$ cat config.mk
export PLATFORM = sky130hd
export DESIGN_NAME = eipl_top
export DESIGN_NICKNAME = d
export VERILOG_FILES = /design/src/pkg/eipl_pkg.sv /design/src/logic/eipl_top.sv /design/src/logic/eipl_sync.sv
export SDC_FILE = /design/constraint.sdc
export NUM_CORES = 1
export LEC_CHECK = 0
export BUFFER_PORTS_ARGS = -buffer_cell sky130_fd_sc_hd__buf_2
export CORE_ASPECT_RATIO = 0.9
export CORE_MARGIN = 1
export CORE_UTILIZATION = 49
export CTS_BUF_LIST = sky130_fd_sc_hd__clkbuf_8 sky130_fd_sc_hd__clkbuf_16
export DETAILED_ROUTE_END_ITERATION = 8
export PLACE_DENSITY_LB_ADDON = 0.05
export SKIP_CTS_REPAIR_TIMING = 1
export SLEW_MARGIN = 15
export SYNTH_ARGS = -nofsm -noshare
export SYNTH_HDL_FRONTEND = slang
export SYNTH_SLANG_ARGS = --single-unit
export TNS_END_PERCENT = 100
$ cat constraint.sdc
create_clock -name hclk -period 2.45 [get_ports hclk]
set_clock_uncertainty 0.15 [all_clocks]
set_input_delay 0 -clock hclk [delete_from_list [all_inputs] [get_ports hclk]]
set_output_delay 0 -clock hclk [all_outputs]
set_load 0.01 [all_outputs]
$ cat src/pkg/eipl_pkg.sv
/*
  Package for the external interrupt pin logic: register offsets, field
  positions, reset values and encodings shared by the design files.
  Assumes a 32-bit AHB-Lite register bus and a 50 MHz core clock.
*/
package eipl_pkg;
  // ----------------------------------------------------------------
  // Register byte offsets
  // ----------------------------------------------------------------
  localparam logic [7:0] OFS_IER_A = 8'h00;
  localparam logic [7:0] OFS_IER_B = 8'h04;
  localparam logic [7:0] OFS_IFR_A = 8'h08;
  localparam logic [7:0] OFS_IFR_B = 8'h0C;
  localparam logic [7:0] OFS_ST1 = 8'h10;
  localparam logic [7:0] OFS_TSEL = 8'h14;
  localparam logic [7:0] OFS_ACK = 8'h18;
  localparam logic [7:0] OFS_STAT = 8'h1C;
  // ----------------------------------------------------------------
  // Field positions
  // ----------------------------------------------------------------
  // Lines 0,1 live in register a bits 1:0; lines 2,3 in register b bits 1:0
  localparam int LINES_PER_REG = 2;
  localparam int NUM_LINES = 4;
  localparam int ST1_MODE_BIT = 11;
  localparam int SELECT_BIT = 0;
  localparam int STAT_NMI_BIT = 4;
  localparam int STAT_ACT_BIT = 5;
  localparam int STAT_VEC_LSB = 8;
  // ----------------------------------------------------------------
  // Reset values
  // ----------------------------------------------------------------
  localparam logic [1:0] IER_RST = 2'h0;
  localparam logic MODE_RST = 1'b1;
  localparam logic SELECT_RST = 1'b0;
  // ----------------------------------------------------------------
  // Encodings
  // ----------------------------------------------------------------
  localparam logic SEL_NMI = 1'b0;
  localparam logic SEL_WDT = 1'b1;
  localparam logic [2:0] VEC_NMI = 3'h4;
  localparam logic [2:0] VEC_NONE = 3'h7;
  typedef enum logic [1:0] {
    EIPL_IDLE,
    EIPL_REQ
  } eipl_state_t;
endpackage

$ cat src/logic/eipl_top.sv
/*
  External interrupt pin logic: four maskable active-low interrupt lines
  with enable and flag registers, a global mode bit, and a shared
  non-maskable / watchdog pin chosen by a select register.
  Assumes a single AHB-Lite master, hclk at 50 MHz, and a core that
  takes irq_req/irq_vec and pulses irq_ack when it services them.
*/
// Summary of operation
// - Four maskable lines exist and each is taken only if its own enable bit is set.
// - A global mode bit in the core status register blocks all maskable lines when set.
// - Each line has a pending flag that software reads and clears by writing one.
// - Pending enabled requests are served in fixed order, non-maskable first then line 0 to 3.
// - The shared pin function is chosen by the timer signal select register.
// - After reset the shared pin acts as the non-maskable interrupt input.
// - The non-maskable interrupt ignores enables and the mode bit, but pin edges raise it only while the select register picks NMI.
// - With the watchdog selected the shared pin is driven and read as the watchdog signal.
`timescale 1ns/100ps
`default_nettype none
module eipl_top (
  input wire logic hclk,
  input wire logic hresetn,
  input wire logic clk_en,
  input wire logic hsel,
  input wire logic [31:0] haddr,
  input wire logic [1:0] htrans,
  input wire logic hwrite,
  input wire logic [2:0] hsize,
  input wire logic [31:0] hwdata,
  input wire logic hready,
  output logic [31:0] hrdata,
  output logic hreadyout,
  output logic hresp,
  input wire logic [3:0] ext_irq_n,
  input wire logic nmi_pin_in,
  output logic nmi_pin_out,
  output logic nmi_pin_oe,
  input wire logic wdt_out_level,
  output logic watchdog_pin_signal,
  output logic irq_req,
  output logic [2:0] irq_vec,
  input wire logic irq_ack
);
  // ----------------------------------------------------------------
  // Pin synchronisers
  // ----------------------------------------------------------------
  logic [4:0] pins_s;
  eipl_sync #(.W(5)) u_sync (
    .hclk(hclk),
    .hresetn(hresetn),
    .clk_en(clk_en),
    .async_in({nmi_pin_in, ext_irq_n}),
    .sync_out(pins_s)
  );
  // ----------------------------------------------------------------
  // State
  // ----------------------------------------------------------------
  logic [1:0] irq_enable_reg_a_q, irq_enable_reg_a_d;
  logic [1:0] irq_enable_reg_b_q, irq_enable_reg_b_d;
  logic [3:0] flag_q, flag_d;
  logic global_irq_mask_bit_q, global_irq_mask_bit_d;
  logic sel_q, sel_d;
  logic [4:0] pins_prev_q, pins_prev_d;
  logic nmi_pend_q, nmi_pend_d;
  logic wr_pend_q, wr_pend_d;
  logic [7:0] wr_addr_q, wr_addr_d;
  logic [31:0] hrdata_q, hrdata_d;
  eipl_pkg::eipl_state_t state_q, state_d;
  logic [2:0] vec_q, vec_d;
  // Fixed-priority pick; used for the request and for the status view
  function automatic logic [2:0] pick(input logic nmi, input logic [3:0] live);
    logic [2:0] v;
    v = eipl_pkg::VEC_NONE;
    if (nmi) begin
      v = eipl_pkg::VEC_NMI;
    end else if (live[0]) begin
      v = 3'h0;
    end else if (live[1]) begin
      v = 3'h1;
    end else if (live[2]) begin
      v = 3'h2;
    end else if (live[3]) begin
      v = 3'h3;
    end
    return v;
  endfunction
  logic [3:0] enables;
  logic [3:0] live;
  logic [3:0] fall;
  logic nmi_fall;
  logic [2:0] win;
  logic addr_ok;
  logic [31:0] wdata_eff;
  // ----------------------------------------------------------------
  // Combinational terms
  // ----------------------------------------------------------------
  always_comb begin
    enables = {irq_enable_reg_b_q, irq_enable_reg_a_q};
    live = flag_q & enables & {4{~global_irq_mask_bit_q}};
    fall = pins_prev_q[3:0] & ~pins_s[3:0];
    nmi_fall = pins_prev_q[4] & ~pins_s[4] & (sel_q == eipl_pkg::SEL_NMI);
    win = pick(nmi_pend_q, live);
    addr_ok = hsel & hready & htrans[1];
    wdata_eff = hwdata;
  end
  // Readback of one register
  function automatic logic [31:0] rd_mux(input logic [7:0] a, input logic [31:0] dflt);
    logic [31:0] r;
    r = 32'h0000_0000;
    if (a == eipl_pkg::OFS_IER_A) begin
      r[1:0] = irq_enable_reg_a_q;
    end else if (a == eipl_pkg::OFS_IER_B) begin
      r[1:0] = irq_enable_reg_b_q;
    end else if (a == eipl_pkg::OFS_IFR_A) begin
      r[1:0] = flag_q[1:0];
    end else if (a == eipl_pkg::OFS_IFR_B) begin
      r[1:0] = flag_q[3:2];
    end else if (a == eipl_pkg::OFS_ST1) begin
      r[eipl_pkg::ST1_MODE_BIT] = global_irq_mask_bit_q;
    end else if (a == eipl_pkg::OFS_TSEL) begin
      r[eipl_pkg::SELECT_BIT] = sel_q;
    end else if (a == eipl_pkg::OFS_STAT) begin
      r[3:0] = pins_s[3:0];
      r[eipl_pkg::STAT_NMI_BIT] = nmi_pend_q;
      r[eipl_pkg::STAT_ACT_BIT] = (state_q == eipl_pkg::EIPL_REQ);
      r[eipl_pkg::STAT_VEC_LSB +: 3] = win;
    end else begin
      r = dflt;
    end
    return r;
  endfunction
  // ----------------------------------------------------------------
  // Next-state logic: bus, flags and service machine
  // ----------------------------------------------------------------
  always_comb begin
    irq_enable_reg_a_d = irq_enable_reg_a_q;
    irq_enable_reg_b_d = irq_enable_reg_b_q;
    flag_d = flag_q;
    global_irq_mask_bit_d = global_irq_mask_bit_q;
    sel_d = sel_q;
    pins_prev_d = pins_s;
    nmi_pend_d = nmi_pend_q;
    wr_pend_d = addr_ok & hwrite;
    wr_addr_d = haddr[7:0];
    hrdata_d = hrdata_q;
    state_d = state_q;
    vec_d = vec_q;
    // Register writes land in the data phase
    if (wr_pend_q) begin
      if (wr_addr_q == eipl_pkg::OFS_IER_A) begin
        irq_enable_reg_a_d = wdata_eff[1:0];
      end else if (wr_addr_q == eipl_pkg::OFS_IER_B) begin
        irq_enable_reg_b_d = wdata_eff[1:0];
      end else if (wr_addr_q == eipl_pkg::OFS_IFR_A) begin
        flag_d[1:0] = flag_q[1:0] & ~wdata_eff[1:0];
      end else if (wr_addr_q == eipl_pkg::OFS_IFR_B) begin
        flag_d[3:2] = flag_q[3:2] & ~wdata_eff[1:0];
      end else if (wr_addr_q == eipl_pkg::OFS_ST1) begin
        global_irq_mask_bit_d = wdata_eff[eipl_pkg::ST1_MODE_BIT];
      end else if (wr_addr_q == eipl_pkg::OFS_TSEL) begin
        sel_d = wdata_eff[eipl_pkg::SELECT_BIT];
      end
    end
    // Read data is fetched in the address phase so it stands for the data phase
    if (addr_ok && !hwrite) begin
      hrdata_d = rd_mux(haddr[7:0], 32'h0000_0000);
    end
    // Service machine: hold request until the core acknowledges
    case (state_q)
      eipl_pkg::EIPL_IDLE: begin
        if (win != eipl_pkg::VEC_NONE) begin
          state_d = eipl_pkg::EIPL_REQ;
          vec_d = win;
        end
      end
      eipl_pkg::EIPL_REQ: begin
        if (irq_ack) begin
          state_d = eipl_pkg::EIPL_IDLE;
          vec_d = eipl_pkg::VEC_NONE; // Idle shows no vector
          if (vec_q == eipl_pkg::VEC_NMI) begin
            nmi_pend_d = 1'b0;
          end else begin
            flag_d[vec_q[1:0]] = 1'b0;
          end
        end
      end
      default: state_d = eipl_pkg::EIPL_IDLE;
    endcase
    // Edges set last so a set beats a same-cycle clear
    flag_d = flag_d | fall;
    if (nmi_fall) begin
      nmi_pend_d = 1'b1;
    end
  end
  // Registers only; clk_en freezes everything
  always_ff @(posedge hclk or negedge hresetn) begin
    if (!hresetn) begin
      irq_enable_reg_a_q <= eipl_pkg::IER_RST;
      irq_enable_reg_b_q <= eipl_pkg::IER_RST;
      flag_q <= 4'h0;
      global_irq_mask_bit_q <= eipl_pkg::MODE_RST;
      sel_q <= eipl_pkg::SELECT_RST;
      pins_prev_q <= 5'h1F;
      nmi_pend_q <= 1'b0;
      wr_pend_q <= 1'b0;
      wr_addr_q <= 8'h00;
      hrdata_q <= 32'h0000_0000;
      state_q <= eipl_pkg::EIPL_IDLE;
      vec_q <= eipl_pkg::VEC_NONE;
    end else if (clk_en) begin
      irq_enable_reg_a_q <= irq_enable_reg_a_d;
      irq_enable_reg_b_q <= irq_enable_reg_b_d;
      flag_q <= flag_d;
      global_irq_mask_bit_q <= global_irq_mask_bit_d;
      sel_q <= sel_d;
      pins_prev_q <= pins_prev_d;
      nmi_pend_q <= nmi_pend_d;
      wr_pend_q <= wr_pend_d;
      wr_addr_q <= wr_addr_d;
      hrdata_q <= hrdata_d;
      state_q <= state_d;
      vec_q <= vec_d;
    end
  end
  // ----------------------------------------------------------------
  // Outputs
  // ----------------------------------------------------------------
  // Zero wait states; clk_en low stalls the bus so nothing is lost
  assign hreadyout = clk_en;
  assign hresp = 1'b0;
  assign hrdata = hrdata_q;
  assign irq_req = (state_q == eipl_pkg::EIPL_REQ);
  assign irq_vec = vec_q;
  // Shared pin: driven only in watchdog mode, otherwise an input
  assign nmi_pin_oe = (sel_q == eipl_pkg::SEL_WDT);
  assign nmi_pin_out = wdt_out_level & nmi_pin_oe;
  assign watchdog_pin_signal = pins_s[4] | (sel_q == eipl_pkg::SEL_NMI);
endmodule
`default_nettype wire

$ cat src/logic/eipl_sync.sv
/*
  Two-flip-flop synchroniser for a vector of asynchronous pin levels.
  Assumes inputs come from outside the hclk domain.
*/
`timescale 1ns/100ps
`default_nettype none
module eipl_sync #(
  parameter int W = 5
) (
  input wire logic hclk,
  input wire logic hresetn,
  input wire logic clk_en,
  input wire logic [W-1:0] async_in,
  output logic [W-1:0] sync_out
);
  logic [W-1:0] meta_q;
  logic [W-1:0] meta_d;
  logic [W-1:0] sync_q;
  logic [W-1:0] sync_d;
  // ----------------------------------------------------------------
  // Next values; idle pins are high, so reset to high
  // ----------------------------------------------------------------
  always_comb begin
    meta_d = clk_en ? async_in : meta_q;
    sync_d = clk_en ? meta_q : sync_q;
  end
  // Registers only
  always_ff @(posedge hclk or negedge hresetn) begin
    if (!hresetn) begin
      meta_q <= '1;
      sync_q <= '1;
    end else begin
      meta_q <= meta_d;
      sync_q <= sync_d;
    end
  end
  assign sync_out = sync_q;
endmodule
`default_nettype wire

==> results of run 1 <==
per-layer routing:
metal / track usage [%] / share of wire, %
met5: 0 / 0
met4: 7.479 / 1.9
met3: 3.947 / 5.3
met2: 29.83 / 47
met1: 26.38 / 46
power groups by stage:
| stage | clock network (uW) | registers [uW] | logic [uW] |
|---|---|---|---|
| finish | 515 | 1030 | 362 |
| global route | 557 | 1050 | 407 |
| CTS | 537 | 1030 | 339 |
| detailed placement | 0 | 1040 | 337 |
| global placement | 0 | 1040 | 335 |
| floorplan | 0 | 1030 | 248 |
cell usage after synthesis (all sizes together), types with 2 or more instances:
cell type / number / area, um^2
inv: 11 / 41.29
a31oi: 2 / 12.51
dfstp: 19 / 499.2
a32oi: 2 / 17.52
dfrtp: 30 / 750.7
mux2: 25 / 281.5
o21ai: 20 / 100.1
nand4b: 2 / 17.52
nand2b: 3 / 18.77
nand3: 9 / 45.04
nor2: 6 / 22.52
nand2: 25 / 93.84
and2: 4 / 25.02
o221ai: 4 / 35.03
nor3: 2 / 10.01
clkbuf: 3 / 11.26
nor4: 4 / 40.04
nand4: 3 / 18.77
a22o: 5 / 47.55
buf: 30 / 207.7
nor2b: 2 / 12.51
worst reg2reg max path, stage by stage, from the launching register on:
cell      delay [ps]
dfrtp_1          390
nor3_1           490
and2_1           230
nand4b_1         150
mux2_2           300
sequential cells by signal, summed over array words and instances (netlist names):
signal and flops:
u_sync.sync_out 5, flag_q 4, state_q 1, wr_pend_q 1, nmi_pend_q 1, wr_addr_q 8
u_sync.meta_q 5, irq_vec 3, irq_enable_reg_b_q 2, irq_enable_reg_a_q 2, pins_prev_q 5, nmi_pin_oe 1
global_irq_mask_bit_q 1, hrdata 10
cells in the final DEF, fill, tap and decap left out, types with 3 or more instances in the layout:
cell           count
buf_2             42
dfrtp_1           30
mux2_2            25
nand2_1           25
conb_1            23
o21ai_0           20
dlygate4sd3_1     20
dfstp_2           19
inv_1             11
nand3_1            9
nor2_1             6
clkbuf_8           6
and2_1             4
o221ai_1           4
nand2b_1           3
nor4_1             3
nand4_1            3
a22o_2             3
area by class of cell:
class | count | area (um^2)
Multi-Input combinational cell | 159 | 1030
Inverter | 11 | 41.29
Clock buffer | 6 | 82.58
Timing Repair Buffer | 64 | 425.4
Clock inverter | 2 | 17.52
Fill cell | 436 | 1907
Tap cell | 65 | 81.33
Sequential cell | 49 | 1250
through the flow:
step	instance area [um^2]	power, uW	setup WS, ps
floorplan	2540	1277	883.1
finish	2928	1909	612.1
global placement	2628	1377	683.7
detailed placement	2628	1382	677.5
CTS	2728	1905	649.8
global route	2928	2011	453.4
final timing paths:
path | end | cells after the start | from | slack (ps)
worst min-delay path | hrdata[0] | 4 | hready | 80
worst max-delay path | hrdata[8] | 6 | haddr[0] | 610
worst max register to register | irq_enable_reg_b_q[1] | 4 | wr_addr_q[5] | 640
max in group asynchronous | u_sync.meta_q[4] | 3 | hresetn | 1190
worst min register to register | hrdata[4] | 2 | hrdata[4] | 320
min in group asynchronous | hrdata[1] | 2 | hresetn | 210
kinds of logic after synthesis:
group	Yosys count	synth area share (%)
multiplexers	25	11.46
AO/OA/AOI/OAI	44	12.17
other	1	0.1526
flip-flops	49	50.87
buffers and inverters	44	10.59
AND/OR/NAND/NOR	67	14.77
==> flow_metrics.env, run 1 <==
export IMPL_synthesis_instances=230
export IMPL_fp_row_count=24
export IMPL_hold_violations=0
export IMPL_dp_hpwl_um=3396
export IMPL_critical_path_peak_fanout=4
export IMPL_dr_pass1_iters=4
export IMPL_layoutNonFillerInstCount=356
export IMPL_timing_final_max_slew_violations=0
export IMPL_h_tree_depth=2
export IMPL_fmax_ghz=0.5441
export IMPL_synth_area_per_cell_um2=10.68
export IMPL_timing_critical_path_slowest_cell_delay_ps=550
export IMPL_clkSinkCount=49
export IMPL_drc_errors=0
export IMPL_crit_path_top_delay_cell="or4_4"
export IMPL_finalWorstPathRequiredPeriod_ps=1838
export IMPL_critical_path_arrival_ps=1940
export IMPL_post_synth_num_cell_types=44
export IMPL_finalSetupViolations=0
export IMPL_p_leak_uw=0.001341
export IMPL_crit_chain="dlygate4sd3_1 -> buf_2 -> or4_4 -> nor4_4 -> and4_4 -> a22o_2"
export IMPL_remaining_number_of_nets_flagged_by_the_antenna_check_after_routing=0
export IMPL_grt_pass1_vias=1647
export IMPL_critical_path_required_time_ps=2550
export IMPL_grt_first_pass_wirelength_um=7838
export IMPL_seq_area_frac_synth_pct=50.87
export IMPL_synth_async_reset_ratio_pct=100.0
export IMPL_die_x_um=76.65
export IMPL_design_core_area_um2=4835
export IMPL_synth_ff_latch_count=49
export IMPL_floorplan_initialDensity_pct=50.83
export IMPL_worstSetupStartpointType="input pin"
export IMPL_num_antenna_cells=0
export IMPL_die_height_um=69.18
export IMPL_setup_tns_final_ps=0
export IMPL_post_drt_wl_per_cell_um=13.88
export IMPL_timing_hold_worst_class="input pin to flip-flop"
export IMPL_worstMarginPinSlew_ps=897.4
export IMPL_status="complete, no violations"
export IMPL_cts_buffers=5
export IMPL_global_route_usage_total_pct=19.18
export IMPL_critical_path_start_end_classification="input pin to flip-flop"
export IMPL_drt_vias_per_instance=5.166
export IMPL_cap_viol_max_count=0
export IMPL_clock_tree_buffer_depth=2
export IMPL_antenna_found_initial=0
export IMPL_io_buffer_count=42
export IMPL_finalCritPeriodShare_pct=75.02
export IMPL_synth_flop_cell="dfrtp_1"
export IMPL_slew_headroom_pct=40.17
export IMPL_area_of_the_die_um2=5302
export IMPL_routed_via_count=1839
export IMPL_p_switching_uw=576.0
export IMPL_tritoncts="yes"
export IMPL_cts_root_buf="clkbuf_8"
export IMPL_maximum_number_of_pins_on_one_net_before_global_route_repair=41
export IMPL_initial_detailed_routing_violation_count=111
export IMPL_vdd_ir_drop_max_mv=0.4853
export IMPL_synth_warning_count=0
export IMPL_utilization_pct=60.56
export IMPL_combinational_power_share_pct=19.0
export IMPL_flow_area_growth_from_synthesis_pct=19.14
export IMPL_cpLargestDelayFamily="simple AND/OR/NAND/NOR gates"
export IMPL_finalWeightedCongestion=0.7640
export IMPL_mappedNetlistArea_um2=2457
export IMPL_fin_hold_ws_ps=84.17
export IMPL_unrepaired_setup_endpoints_after_global_routing="no"
export IMPL_power_frac_seq_pct=54.0
export IMPL_setup_worst_path_end_class="flip-flop"
export IMPL_finalNetCount=372
export IMPL_design_portCount=123
export IMPL_power_density_nw_per_um2=652.0
export IMPL_path_clk_slew_ps=90
export IMPL_netSwitchingFraction_pct=30.17
export IMPL_synth_edf_count=0
export IMPL_routed_wirelength_um=4942
export IMPL_share_of_post_route_cells_with_drive_strength_above_1_pct=35.40
export IMPL_globalRouteOverflowTotal=0
export IMPL_crit_buf_inv=2
export IMPL_internal_pwr_total_uw=1333
export IMPL_power_share_clock_pct=27.0
export IMPL_placedCellCount=328
export IMPL_clk_latency_ps=300
No activity file was read; power rests on OpenSTA's default activity.
==> run 2: changes to the inputs <==
--- a/config.mk
+++ b/config.mk
@@ -8,7 +8,7 @@
 export BUFFER_PORTS_ARGS = -buffer_cell sky130_fd_sc_hd__buf_2
 export CORE_ASPECT_RATIO = 0.9
 export CORE_MARGIN = 1
-export CORE_UTILIZATION = 49
+export CORE_UTILIZATION = 41
 export CTS_BUF_LIST = sky130_fd_sc_hd__clkbuf_8 sky130_fd_sc_hd__clkbuf_16
 export DETAILED_ROUTE_END_ITERATION = 8
 export PLACE_DENSITY_LB_ADDON = 0.05
==> constraint.sdc (replaced) <==
create_clock -name hclk -period 1.55 [get_ports hclk]
set_clock_uncertainty 0.15 [all_clocks]
set_input_delay 0 -clock hclk [delete_from_list [all_inputs] [get_ports hclk]]
set_output_delay 0 -clock hclk [all_outputs]
set_load 0.01 [all_outputs]
==> flow_metrics.env, run 2 (synthesis gave the netlist of run 1 again) <==
export IMPL_routed_via_count=1853
export IMPL_routed_wirelength_um=5322
export IMPL_commonest_non_fill_non_tap_cell_in_the_layout="buf_2"
export IMPL_worstSetupStartpointType="flip-flop"
export IMPL_cts_root_buf="clkbuf_8"
export IMPL_cp_endpoint="flag_q[2]"
export IMPL_power_density_nw_per_um2=992.0
export IMPL_critical_path_required_time_ps=1600
export IMPL_fmax_ghz=0.6456
export IMPL_setup_worst_path_end_class="flip-flop"
export IMPL_drc_errors=0
export IMPL_maximum_number_of_pins_on_one_net_before_global_route_repair=50
export IMPL_dr_pass1_iters=4
export IMPL_critical_path_peak_fanout=3
export IMPL_clock_tree_buffer_depth=2
export IMPL_global_route_usage_total_pct=17.88
export IMPL_power_uw=3051
export IMPL_area_of_the_die_um2=6308
export IMPL_finalNetCount=383
export IMPL_timing_final_max_slew_violations=0
export IMPL_flow_area_growth_from_synthesis_pct=25.15
export IMPL_antenna_found_initial=0
export IMPL_layout_common_cells="buf_2, dfrtp_1, nand2_1"
export IMPL_worst_r2r_cell_count=5
export IMPL_fin_hold_ws_ps=36.95
export IMPL_floorplan_initialDensity_pct=42.92
export IMPL_h_tree_depth=2
export IMPL_design_core_area_um2=5725
export IMPL_utilization_pct=53.72
export IMPL_hold_violations=0
export IMPL_remaining_number_of_nets_flagged_by_the_antenna_check_after_routing=0
export IMPL_finalWorstPathRequiredPeriod_ps=1549
export IMPL_grt_pass1_vias=1702
export IMPL_critical_path_startpoint="wr_addr_q[5]"
export IMPL_largest_register_ffs=10
export IMPL_fp_row_count=26
export IMPL_timing_critical_path_slowest_cell_delay_ps=410
export IMPL_critical_path_start_end_classification="flip-flop to flip-flop"
export IMPL_grt_first_pass_wirelength_um=8618
export IMPL_io_buffer_count=42
export IMPL_unrepaired_setup_endpoints_after_global_routing="yes"
export IMPL_finalSetupViolations=0
export IMPL_clk_latency_ps=310
export IMPL_num_antenna_cells=0
export IMPL_post_drt_wl_per_cell_um=14.31
export IMPL_cap_viol_max_count=0
export IMPL_path_clk_slew_ps=100
export IMPL_r2r_setup_slack_ps=1
export IMPL_clkSinkCount=49
export IMPL_tritoncts="yes"
export IMPL_finalWorstSetupSlack_ps=1.168
export IMPL_vdd_ir_drop_max_mv=0.6656
export IMPL_initial_detailed_routing_violation_count=142
export IMPL_globalRouteOverflowTotal=0
export IMPL_crit_reg2reg_launch="wr_addr_q[5]"
export IMPL_status="complete, no violations"
export IMPL_critical_path_arrival_ps=1600
export IMPL_finalWeightedCongestion=0.7771
export IMPL_die_height_um=75.45
export IMPL_p_leak_uw=0.001401
export IMPL_timing_hold_worst_class="input pin to flip-flop"
export IMPL_setup_tns_final_ps=0
export IMPL_crit_path_top_delay_cell="dfrtp_1"
export IMPL_dp_hpwl_um=3686
export IMPL_reg2reg_to="flag_q[2]"
export IMPL_die_x_um=83.61
export IMPL_design_portCount=123
export IMPL_crit_chain="nor3_4 -> buf_4 -> nand4b_1 -> o221ai_1 -> nand2_1"
export IMPL_share_of_post_route_cells_with_drive_strength_above_1_pct=40.07
export IMPL_finalCritPeriodShare_pct=99.92
export IMPL_cts_buffers=5
export IMPL_place_worst_setup_slack_ps=-21.50
export IMPL_drt_vias_per_instance=4.981
[run 2: cell type report]
| class | count | area (um^2) |
|---|---|---|
| tap | 70 | 87.58 |
| sequential | 49 | 1250 |
| multi-input combinational | 159 | 1082 |
| clock buffer | 5 | 68.82 |
| clock inverter | 3 | 22.52 |
| timing repair buffer | 75 | 523.0 |
| inverter | 11 | 41.29 |
| fill | 542 | 2650 |
[run 2: how the worst min path moves through the flow]
stage	startpoint	cells after the start	slack, ps	end
floorplan	hresetn	0	-450	flag_q[0]
CTS	hresetn	2	-480	flag_q[1]
finish	clk_en	4	40	pins_prev_q[3]
detailed placement	hresetn	2	-140	hrdata[1]
global placement	hresetn	2	-140	wr_addr_q[2]
global route	hresetn	3	70	wr_addr_q[7]
[run 2: through the flow]
| stage | area [um^2] | cells |
|---|---|---|
| 2_1_floorplan | 2545 | 252 |
| 4_1_cts | 2810 | 350 |
| 6_report | 3075 | 372 |
| 5_1_grt | 3075 | 372 |
| 3_3_place_gp | 2719 | 342 |
| 3_5_place_dp | 2719 | 342 |
[run 2: per-layer routing]
metal  vias up  wire length (um)  GRT usage (%)
li1        914                 -              -
met5         -                 0              0
met4         0                87          7.156
met2        62              2318          26.74
met1       868              2652          25.73
met3         9               264          3.684
[run 2: critical path: cells and delay by family, from the launching register on]
kind                   cells  cell delay (ps)
AOI/OAI and AO/OA          1              230
buffers and inverters      1              160
DFF                        1              410
and+or+nand+nor            3              480
[run 2: power breakdown]
group / switching [uW] / internal [uW] / leakage, uW
clock: 461 / 321 / 0.0000481
combinational: 354 / 287 / 0.000780
sequential: 143 / 1480 / 0.000573
total: 958 / 2090 / 0.00140
==> run 3: changes to the inputs <==
--- a/config.mk
+++ b/config.mk
@@ -8,7 +8,7 @@
 export BUFFER_PORTS_ARGS = -buffer_cell sky130_fd_sc_hd__buf_2
 export CORE_ASPECT_RATIO = 0.9
 export CORE_MARGIN = 1
-export CORE_UTILIZATION = 41
+export CORE_UTILIZATION = 49
 export CTS_BUF_LIST = sky130_fd_sc_hd__clkbuf_8 sky130_fd_sc_hd__clkbuf_16
 export DETAILED_ROUTE_END_ITERATION = 8
 export PLACE_DENSITY_LB_ADDON = 0.05
==> constraint.sdc (replaced) <==
create_clock -name hclk -period 1.8 [get_ports hclk]
set_clock_uncertainty 0.15 [all_clocks]
set_input_delay 0 -clock hclk [delete_from_list [all_inputs] [get_ports hclk]]
set_output_delay 0 -clock hclk [all_outputs]
set_load 0.01 [all_outputs]
==> flow_metrics.env, run 3 (synthesis gave the netlist of run 1 again) <==
export IMPL_design_core_area_um2=4835
export IMPL_drc_errors=0
export IMPL_finalWeightedCongestion=0.8035
export IMPL_clk_latency_ps=320
export IMPL_area_of_the_die_um2=5302
export IMPL_clock_tree_buffer_depth=2
export IMPL_finalSetupViolations=0
export IMPL_worstSetupStartpointType="flip-flop"
export IMPL_critical_path_required_time_ps=1860
export IMPL_crit_path_top_delay_cell="dfrtp_1"
export IMPL_finalWorstPathRequiredPeriod_ps=1667
export IMPL_finalCritPeriodShare_pct=92.61
export IMPL_p_leak_uw=0.001369
export IMPL_drt_vias_per_instance=5.144
export IMPL_place_worst_setup_slack_ps=142.7
export IMPL_io_buffer_count=42
export IMPL_global_route_usage_total_pct=19.99
export IMPL_h_tree_depth=2
export IMPL_maximum_number_of_pins_on_one_net_before_global_route_repair=50
export IMPL_hold_violations=0
export IMPL_vdd_ir_drop_max_mv=0.5626
export IMPL_finalWorstSetupSlack_ps=133.0
export IMPL_tritoncts="yes"
export IMPL_critical_path_peak_fanout=3
export IMPL_cts_buffers=5
export IMPL_commonest_non_fill_non_tap_cell_in_the_layout="buf_2"
export IMPL_worst_r2r_cell_count=4
export IMPL_path_clk_slew_ps=100
export IMPL_die_height_um=69.18
export IMPL_cts_root_buf="clkbuf_8"
export IMPL_finalNetCount=376
export IMPL_unrepaired_setup_endpoints_after_global_routing="no"
export IMPL_critical_path_arrival_ps=1720
export IMPL_antenna_found_initial=0
export IMPL_post_drt_wl_per_cell_um=13.94
export IMPL_setup_tns_final_ps=0
export IMPL_status="complete, no violations"
export IMPL_critical_path_start_end_classification="flip-flop to flip-flop"
export IMPL_grt_pass1_vias=1647
export IMPL_cap_viol_max_count=0
export IMPL_initial_detailed_routing_violation_count=77
export IMPL_num_antenna_cells=0
export IMPL_floorplan_initialDensity_pct=50.83
export IMPL_layout_common_cells="buf_2, dfrtp_1, mux2_2, nand2_1, conb_1"
export IMPL_globalRouteOverflowTotal=0
export IMPL_largest_register_ffs=10
export IMPL_min_path_cells=4
export IMPL_design_portCount=123
export IMPL_remaining_number_of_nets_flagged_by_the_antenna_check_after_routing=0
export IMPL_flow_area_growth_from_synthesis_pct=21.64
export IMPL_power_density_nw_per_um2=903.2
export IMPL_routed_wirelength_um=5017
export IMPL_grt_first_pass_wirelength_um=8142
export IMPL_timing_final_max_slew_violations=0
export IMPL_dp_hpwl_um=3494
export IMPL_timing_critical_path_slowest_cell_delay_ps=390
export IMPL_crit_chain="nor3_1 -> and2_1 -> nand4b_1 -> mux2_2"
export IMPL_setup_worst_path_end_class="flip-flop"
export IMPL_routed_via_count=1852
export IMPL_fmax_ghz=0.5999
export IMPL_die_x_um=76.65
export IMPL_dr_pass1_iters=4
export IMPL_fp_row_count=24
export IMPL_clkSinkCount=49
export IMPL_timing_hold_worst_class="input pin to flip-flop"
export IMPL_share_of_post_route_cells_with_drive_strength_above_1_pct=35.59
-- run 3: per-stage QoR --
| stage | area, um^2 | instances | hold slack [ps] | utilization (%) | total power [uW] |
|---|---|---|---|---|---|
| detailed placement | 2655 | 330 | -141.3 | 54.92 | 1891 |
| global route | 2989 | 360 | 10.62 | 61.83 | 2846 |
| finish | 2989 | 360 | 1.725 | 61.83 | 2700 |
| CTS | 2769 | 338 | -493.9 | 57.27 | 2683 |
| global placement | 2655 | 330 | -141.1 | 54.92 | 1882 |
| floorplan | 2540 | 252 | -445.6 | - | 1738 |
-- run 3: worst max-delay path, delay by kind of cell (launching register included) --
family,cells,cell delay (ps)
DFF,1,390
and+or+nand+nor,3,710
muxes,1,300
-- run 3: area by class of cell --
class                      instances  area [um^2]
fill                             430         1846
inverter                          11        41.29
clock inverter                     2        20.02
tap                               65        81.33
clock buffer                       6        93.84
sequential                        49         1250
timing repair buffer              68        473.0
multi-input combinational        159         1030
-- run 3: layer usage --
metal / track usage (%) / vias to the layer above / wire length (um)
li1: - / 903 / -
met1: 28.09 / 887 / 2480
met2: 30.03 / 50 / 2241
met3: 3.684 / 12 / 170
met4: 9.402 / 0 / 125
met5: 0 / - / 0
-- run 3: final timing paths --
check / start / end / slack, ps
worst max-delay path: wr_addr_q[5] / irq_enable_reg_b_q[1] / 130
worst min-delay path: haddr[6] / hrdata[0] / 2
max in group asynchronous: hresetn / global_irq_mask_bit_q / 1170
worst min register to register: hrdata[9] / hrdata[9] / 330
min in group asynchronous: hresetn / hrdata[0] / 30
worst max register to register: wr_addr_q[5] / irq_enable_reg_b_q[1] / 130
-- run 3: report_power, final --
part           switching (uW)  total [uW]  leakage (uW)  internal, uW
Sequential                125        1400      0.000573          1280
Clock                     418         788     0.0000584           371
Combinational             277         508      0.000737           231
